### config.mk
export PLATFORM = sky130hd
export DESIGN_NAME = reset_irq_vector_mapper
export DESIGN_NICKNAME = d
export VERILOG_FILES = /design/src/vector_map_pkg.sv /design/src/irq_priority_pick.sv /design/src/reset_irq_vector_mapper.sv
export SDC_FILE = /design/constraint.sdc
export NUM_CORES = 1
export LEC_CHECK = 0
export BUFFER_PORTS_ARGS = -buffer_cell sky130_fd_sc_hd__buf_2
export CAP_MARGIN = 20
export CORE_MARGIN = 2
export CORE_UTILIZATION = 51
export CTS_BUF_LIST = sky130_fd_sc_hd__clkbuf_16
export DETAILED_ROUTE_END_ITERATION = 10
export PLACE_DENSITY = 0.86
export SYNTH_ARGS = -nofsm -noshare
export SYNTH_HDL_FRONTEND = slang
export SYNTH_SLANG_ARGS = --single-unit
### constraint.sdc
create_clock -name ref_clk_i -period 2.8 [get_ports ref_clk_i]
set_input_delay 0 -clock ref_clk_i [delete_from_list [all_inputs] [get_ports ref_clk_i]]
set_output_delay 0 -clock ref_clk_i [all_outputs]
set_load 0.02 [all_outputs]
### src/vector_map_pkg.sv
package vector_map_pkg;

  localparam int unsigned ADDR_W = 12;
  localparam int unsigned NUM_IRQ = 25;
  localparam int unsigned NUM_VECTORS = 26;
  localparam int unsigned IDX_W = 5;

  localparam logic [ADDR_W-1:0] RESET_VECTOR = 12'h000;
  localparam logic [ADDR_W-1:0] FIRST_IRQ_VECTOR = 12'h001;
  localparam logic [ADDR_W-1:0] VECTOR_STEP = 12'h001;
  localparam logic [ADDR_W-1:0] BOOT_START_DEFAULT = 12'hc00;
  localparam logic BOOT_RESET_PROGRAMMED = 1'b0;

  // Request bit positions; vector address is FIRST_IRQ_VECTOR plus the position, plus BOOT_START when relocated.
  localparam int unsigned IRQ_EXT_ZERO = 0;
  localparam int unsigned IRQ_EXT_ONE = 1;
  localparam int unsigned IRQ_PIN_CHANGE0 = 2;
  localparam int unsigned IRQ_PIN_CHANGE2 = 4;
  localparam int unsigned IRQ_WATCHDOG = 5;
  localparam int unsigned IRQ_TIMER2_OVF = 8;
  localparam int unsigned IRQ_TIMER1_CAPT = 9;
  localparam int unsigned IRQ_TIMER1_OVF = 12;
  localparam int unsigned IRQ_TIMER0_OVF = 15;
  localparam int unsigned IRQ_SERIAL_PERIPH = 16;
  localparam int unsigned IRQ_USART_RX = 17;
  localparam int unsigned IRQ_USART_TX = 19;
  localparam int unsigned IRQ_ADC_DONE = 20;
  localparam int unsigned IRQ_EEPROM_READY = 21;
  localparam int unsigned IRQ_PROGRAM_STORE_READY = 24;

  typedef enum logic [2:0] {
    ST_RESET = 3'h1,
    ST_IDLE = 3'h2,
    ST_VECTOR = 3'h4
  } mapper_state_t;

  typedef struct packed {
    logic valid;
    logic is_reset;
    logic [IDX_W-1:0] index;
    logic [ADDR_W-1:0] addr;
  } vector_out_t;

  typedef struct packed {
    mapper_state_t state;
    vector_out_t vec;
    logic vector_relocate_bit;
  } mapper_regs_t;

endpackage : vector_map_pkg

### src/irq_priority_pick.sv
`timescale 1ns/1ps
module irq_priority_pick #(
  parameter int unsigned WIDTH = 25,
  parameter int unsigned IDX_W = 5
) (
  input wire logic [WIDTH-1:0] req_i,
  output logic any_o,
  output logic [IDX_W-1:0] index_o
);

  // Scan from the top down so the lowest set position wins last.
  always_comb begin
    any_o = 1'b0;
    index_o = '0;
    for (int i = WIDTH - 1; i >= 0; i--) begin
      if (req_i[i]) begin
        any_o = 1'b1;
        index_o = IDX_W'(i);
      end
    end
  end

endmodule : irq_priority_pick

### src/reset_irq_vector_mapper.sv
`timescale 1ns/1ps
// Notes on behaviour
// After reset with boot-reset unprogrammed, fetch from 0x000.
// External requests zero/one go to 0x001/0x002.
// Pin-change groups 0..2 go to 0x003..0x005.
// Watchdog 0x006; timer two at 0x007..0x009.
// Timer one capture..overflow at 0x00A..0x00D.
// Timer zero compares, overflow at 0x00E..0x010.
// Serial peripheral transfer complete at 0x011.
// USART receive, empty, transmit at 0x012..0x014.
// Conversion complete vectors to 0x015.
// EEPROM..program-store ready at 0x016..0x019; 26 vectors.
// Programmed boot-reset starts at boot address.
// Relocation adds boot start to every interrupt vector; the reset vector is unchanged.
// One word per vector, step one.
// Boot-reset stored zero means programmed.
// Lowest pending vector address wins.
module reset_irq_vector_mapper #(
  parameter logic [vector_map_pkg::ADDR_W-1:0] BOOT_START = vector_map_pkg::BOOT_START_DEFAULT
) (
  input wire logic ref_clk_i,
  input wire logic reset_n_i,
  input wire logic boot_reset_select_i,
  input wire logic vector_relocate_bit_i,
  input wire logic [vector_map_pkg::NUM_IRQ-1:0] irq_req_i,
  input wire logic global_irq_enable_i,
  input wire logic vector_taken_i,
  output logic vector_valid_o,
  output logic vector_is_reset_o,
  output logic [vector_map_pkg::IDX_W-1:0] vector_index_o,
  output logic [vector_map_pkg::ADDR_W-1:0] vector_addr_o,
  output logic vector_relocated_o
);
  import vector_map_pkg::*;

  mapper_regs_t regs_r;
  mapper_regs_t regs_nxt;
  logic pick_any;
  logic [IDX_W-1:0] pick_index;
  logic [NUM_IRQ-1:0] masked_req;
  logic [ADDR_W-1:0] table_base;
  logic [ADDR_W-1:0] reset_addr;

  // Only enabled requests take part in selection.
  assign masked_req = global_irq_enable_i ? irq_req_i : '0;

  irq_priority_pick #(
    .WIDTH(NUM_IRQ),
    .IDX_W(IDX_W)
  ) u_pick (
    .req_i(masked_req),
    .any_o(pick_any),
    .index_o(pick_index)
  );

  // The boot setting is a stored, static value; a change only acts at the next reset.
  assign reset_addr = (boot_reset_select_i == BOOT_RESET_PROGRAMMED) ? BOOT_START
                                                                     : RESET_VECTOR;
  assign table_base = regs_r.vector_relocate_bit ? BOOT_START : '0;

  always_comb begin
    regs_nxt = regs_r;
    regs_nxt.vector_relocate_bit = vector_relocate_bit_i;
    case (regs_r.state)
      ST_RESET: begin
        // Present the reset target once after release, held until the core fetches it.
        regs_nxt.vec.valid = 1'b1;
        regs_nxt.vec.is_reset = 1'b1;
        regs_nxt.vec.index = '0;
        regs_nxt.vec.addr = reset_addr;
        regs_nxt.state = ST_VECTOR;
      end
      ST_IDLE: begin
        if (pick_any) begin
          regs_nxt.vec.valid = 1'b1;
          regs_nxt.vec.is_reset = 1'b0;
          regs_nxt.vec.index = pick_index;
          // Vectors are one word apart, starting right after reset.
          regs_nxt.vec.addr = table_base + FIRST_IRQ_VECTOR
                              + ADDR_W'(pick_index) * VECTOR_STEP;
          regs_nxt.state = ST_VECTOR;
        end
      end
      ST_VECTOR: begin
        // The vector stays frozen while offered so the core never sees it change mid-fetch.
        if (vector_taken_i) begin
          regs_nxt.vec.valid = 1'b0;
          regs_nxt.vec.is_reset = 1'b0;
          regs_nxt.state = ST_IDLE;
        end
      end
      default: begin
        regs_nxt.state = ST_RESET;
        regs_nxt.vec = '0;
      end
    endcase
  end

  always_ff @(posedge ref_clk_i or negedge reset_n_i) begin
    if (!reset_n_i) begin
      regs_r.state <= ST_RESET;
      regs_r.vec.valid <= 1'b0;
      regs_r.vec.is_reset <= 1'b0;
      regs_r.vec.index <= '0;
      regs_r.vec.addr <= RESET_VECTOR;
      regs_r.vector_relocate_bit <= 1'b0;
    end else begin
      regs_r <= regs_nxt;
    end
  end

  assign vector_valid_o = regs_r.vec.valid;
  assign vector_is_reset_o = regs_r.vec.is_reset;
  assign vector_index_o = regs_r.vec.index;
  assign vector_addr_o = regs_r.vec.addr;
  assign vector_relocated_o = regs_r.vector_relocate_bit;

endmodule : reset_irq_vector_mapper

; After elaboration in Yosys (flattened, before gate mapping)
; Index checks and enable logic that the tools add are counted.
[op_classes]
mux = 57
bitwise = 1
n_reduce_logical = 2
n_eq_ne = 5
n_addsub = 2
[op_table]
columns = op, n
row1 = two-way mux 5 bit, 26
row2 = case mux 17 bit (3 select lines), 1
row3 = two-way mux 1 bit, 25
row4 = two-way mux 25 bit, 1
row5 = two-way mux 12 bit, 2
row6 = two-way mux 22 bit, 1
row7 = case mux 5 bit (3 select lines), 1
row8 = adder 12 x 1 -> 12 bit (second input constant), 1
row9 = adder 12 x 5 -> 12 bit, 1
row10 = != test 2 bit (second input constant), 2
row11 = AND reduction 2 bit, 2
row12 = == test 3 x 1 -> 1 bit (second input constant), 1
row13 = == test 3 x 2 -> 1 bit (second input constant), 1
row14 = == test 3 bit (second input constant), 1
row15 = NOT 1 bit, 1
[totals]
wordCells = 73
output_inout_bits = 20
input_bits = 31
reg_bits = 23

; Longest topological paths before layout
[depth]
depth_word = 29
mapped_depth = 8
depth_no_buf = 8

; Modules after synthesis
; From an unflattened synthesis, not the netlist that was laid out.
[unflattened]
hier_cells = 161
hier_area_um2 = 1387.6
[by_module_without_submodules]
columns = module, instances, area_per_inst_um2, seq_area_each_um2, cells_each
row1 = reset_irq_vector_mapper, 1, 1092.3, 426.7, 112
row2 = irq_priority_pick, 1, 295.3, 0.0, 49

; Worst setup path after synthesis
; No wires, ideal clock.
[synth_timing]
kind = register to register
start = register vector_valid_o (netlist name)
end = register regs_r, in the netlist vector_index_o[0]
path_stages_with_launch = 6
setup_time_ns = 0.121
t_required_ns = 2.679
setup_slack_ns = 1.155
n_path_buf = 0
arrival_ns = 1.524
synth_period_minus_slack_ns = 1.645
cell_sequence = dfrtp_1 > inv_1 > nand3b_1 > or4_4 > and2_1 > a22o_1
[synth_lines]
columns = element, line
row1 = "end signal, assigned", reset_irq_vector_mapper.sv:108  ; regs_r <= regs_nxt;
row2 = "end, declared", reset_irq_vector_mapper.sv:36  ; mapper_regs_t regs_r;

; Final worst setup path
[layout_timing]
start = input port irq_req_i[1] (netlist bit)
end = register regs_r, in the netlist vector_addr_o[3]
[layout_between]
elab_chain_cells = 6
word_cells_on_any_way = 10
cone_classes = add/sub: 1 / eq/ne: 1 / mux: 7 / reduce/logical: 1
[layout_rtl]
columns = element, line
row1 = "start, declared", reset_irq_vector_mapper.sv:25  ; input wire logic [vector_map_pkg::NUM_IRQ-1:0] irq_req_i,
row2 = two-way mux 25 bit *, reset_irq_vector_mapper.sv:45  ; assign masked_req = global_irq_enable_i ? irq_req_i : '0;
row3 = two-way mux 5 bit (2 in a row), irq_priority_pick.sv:16  ; if (req_i[i]) begin
row4 = adder 12 x 5 -> 12 bit, reset_irq_vector_mapper.sv:80  ; + ADDR_W'(pick_index) * VECTOR_STEP;
row5 = two-way mux 22 bit, reset_irq_vector_mapper.sv:74  ; if (pick_any) begin
row6 = case mux 17 bit (3 select lines), reset_irq_vector_mapper.sv:64  ; case (regs_r.state)
; Every way passes the cells marked *; elsewhere a longest branch is shown, timed or not. The select of a mux whose other input is x is not followed.
; A chain may end at the register's enable or synchronous reset.

==> impl_metrics.env <==
export IMPL_die_width_microns=53.5
export IMPL_synth_most_common_cell="buf_4"
export IMPL_maxSlewViolCount=0
export IMPL_clk_latency_ns=0.24
export IMPL_ios=51
export IMPL_nFillCells=169
export IMPL_synth_cell_types=46
export IMPL_wl_met1_microns=1210
export IMPL_fin_crit_sh_pct=62.7
export IMPL_drt_iter0_drc=36
export IMPL_vdd_ir_drop_max_mv=0.576
export IMPL_p_per_area_nw_per_um2=623
export IMPL_synth_flop_cell="dfrtp_1"
export IMPL_clock_path_buffers=2
export IMPL_reg2reg_to="vector_addr_o[3]"
export IMPL_first_global_vias=1065
export IMPL_synth_top_area_share_pct=32.0
export IMPL_yosysSeqAreaShare_pct=34.1
export IMPL_drc=0
export IMPL_cp_slowest_cell="o41ai_1"
export IMPL_drt_pass1_iter_count=4
export IMPL_status="finished clean"
export IMPL_slowest_delay_ns=0.52
export IMPL_num_antenna_cells=0
export IMPL_rrSetupSlack_ns=1.05
export IMPL_grt_max_degree=18
export IMPL_die_y_microns=53.5
export IMPL_fmax_ghz=0.570
export IMPL_grt_pass1_wl_microns=4570
export IMPL_nets=209
export IMPL_fin_skew_ns=0.00101
export IMPL_num_rows=17
export IMPL_viasPerCell=5.72
export IMPL_drive_above_1_share_pct=33.0
export IMPL_syn_area_sq_um=1250
export IMPL_synthTopCellsByArea="dfrtp_1 32%, buf_4 10%, o41ai_2 6.5%, nand2_1 4.5%, inv_1 2.7%"
export IMPL_wl_met2_microns=1350
export IMPL_syn_avg_cell_area_sq_um=8.94
export IMPL_fin_tns_setup_ns=0
export IMPL_wirelength_microns=2760
export IMPL_synthTopCellsByCount="17 x buf_4, 16 x dfrtp_1, 15 x nand2_1"
export IMPL_max_slew_margin_pct=63.3
export IMPL_start_kind="primary input"
export IMPL_synth_seq_cells=17
export IMPL_antenna_found_initial=0
export IMPL_cap_violations=0
export IMPL_ys_warn_count=0
export IMPL_critPathRequiredTime_ns=2.92
export IMPL_die_area_sq_um=2870
export IMPL_timing_rr_start="regs_r[21]"
export IMPL_rsz0062_at_grt="false"
export IMPL_hold_path_class="primary input to flip-flop"
export IMPL_cp_end_kind="flip-flop"
export IMPL_worstMarginPinSlew_ns=0.537
export IMPL_track_usage_pct=21.9
export IMPL_synthArstFlopShare_pct=100
export IMPL_vias=1166
export IMPL_crit_type="primary input to flip-flop"
export IMPL_crit_fanout=5
export IMPL_cts_tree="yes"
export IMPL_layout_min_cycle_time_ns=1.76
export IMPL_layout_setup_ws_ns=1.04
export IMPL_io_buffer_count=46
export IMPL_dr_max_layer_used="met4"
export IMPL_numCtsBuffers=3
export IMPL_post_dp_hpwl_microns=2080
export IMPL_clock_root_buffer="clkbuf_16"
export IMPL_synth_edff_count=0
export IMPL_cp_endpoint="vector_addr_o[3]"
export IMPL_post_drt_wl_per_cell_microns=13.5
export IMPL_dr_wl_met3_microns=165
export IMPL_ant_nets=0
export IMPL_coreArea_sq_um=2280
export IMPL_setup_viol=0
export IMPL_syn_to_final_growth_pct=19.1
export IMPL_cts_sinks=17
export IMPL_worstPathArrival_ns=1.88
export IMPL_clk_pin_slew_ns=0.05
export IMPL_h_tree_depth=1
export IMPL_leakage_nw=0.754
export IMPL_worstPathCellList="buf_2 -> o41ai_1 -> nand2_1 -> o31ai_1 -> nor2_1 -> o2111a_1 -> a221o_1"
export IMPL_final_hold_violation_count=0
export IMPL_r2r_cells=5
export IMPL_totalPowerFinal_mw=0.928
export IMPL_overflow=0
export IMPL_start_util_pct=55.0
export IMPL_netlist_instances=140
export IMPL_cp_startpoint="irq_req_i[1]"
export IMPL_gp_congestion=0.885
export IMPL_synth_top_area_cell="dfrtp_1"
export IMPL_pre_cts_ws_ns=0.848
metal layers:
| metal | up-vias | global-route usage (%) |
|---|---|---|
| li1 | 569 | - |
| met1 | 543 | 27.9 |
| met2 | 48 | 35.0 |
| met3 | 6 | 6.11 |
| met4 | 0 | 9.40 |
| met5 | - | 0 |
how the worst min path moves through the flow:
| stage | startpoint | to | slack, ns | depth (start not counted) |
|---|---|---|---|---|
| final | boot_reset_select_i | vector_addr_o[10] | 0.12 | 4 |
| after global routing | boot_reset_select_i | vector_addr_o[10] | 0.13 | 4 |
| after CTS | boot_reset_select_i | vector_addr_o[10] | 0.11 | 4 |
| after detailed placement | reset_n_i | vector_is_reset_o | -0.07 | 1 |
| after global placement | reset_n_i | vector_relocated_o | -0.06 | 1 |
| after floorplan | reset_n_i | regs_r[21] | -0.30 | 0 |
stage by stage:
stage / cells / utilization, % / hold slack (ns) / cell area (sq um)
floorplan: 143 / - / -0.296 / 1260
global placement: 197 / 60.7 / -0.0644 / 1380
detailed placement: 197 / 60.7 / -0.0662 / 1380
CTS: 204 / 65.5 / 0.110 / 1490
global route: 204 / 65.5 / 0.132 / 1490
finish: 204 / 65.5 / 0.118 / 1490
state kept, by name (all words and copies together), names as in the netlist:
signal / count
vector_is_reset_o: 1
vector_relocated_o: 1
regs_r: 2
vector_valid_o: 1
vector_index_o: 5
vector_addr_o: 7
final cells by class:
class	instances	area (sq um)	share of cell area, %
Multi-Input combinational cell	97	656	44.0
Sequential cell	17	427	28.6
Timing Repair Buffer	49	260	17.5
Clock buffer	3	75.1	5.04
Tap cell	28	35.0	2.35
Inverter	9	33.8	2.27
Clock inverter	1	3.75	0.252
where the power goes:
part / switching (mW) / internal [mW] / total, mW
registers: 0.0478 / 0.292 / 0.340
logic: 0.192 / 0.124 / 0.316
clock network: 0.0837 / 0.189 / 0.273
worst max-delay path: cells and delay by family:
family	cells	cell delay, ns
compound gates	4	1.45
simple gates	2	0.30
buf+inv	1	0.13
repair_timing:
action / CTS / global route
buffers inserted: 0 / 0
gates resized for setup: 0 / 0
endpoints found under the hold margin: 19 / 0
hold buffers: 3 / 0
layout by cell type (no fill, tap or decap), types with 3 or more instances in the layout:
cell / netlist / final
buf_2: 0 / 46
dfrtp_1: 16 / 16
nand2_1: 15 / 15
inv_1: 9 / 10
nor2_1: 8 / 8
o41ai_2: 5 / 5
o21ai_0: 4 / 4
nor3_1: 4 / 4
nand2b_1: 4 / 4
a21oi_1: 4 / 4
conb_1: 1 / 4
o31a_1: 3 / 3
o31ai_1: 3 / 3
and2_1: 3 / 3
a22o_1: 3 / 3
clkbuf_16: 0 / 3
dlygate4sd3_1: 0 / 3
logic make-up (layout without fill, tap and decap cells):
kind of cell,Yosys count,after routing,synth area share [%]
AOI/OAI and AO/OA,43,43,29.7
DFF,17,17,34.1
other,1,4,0.300
xor gates and xnor gates,2,2,1.40
buffers and inverters,29,62,14.4
adders and majority gates,1,1,1.00
and+or+nand+nor,47,47,19.1
Power figures use the tool's default switching activity.
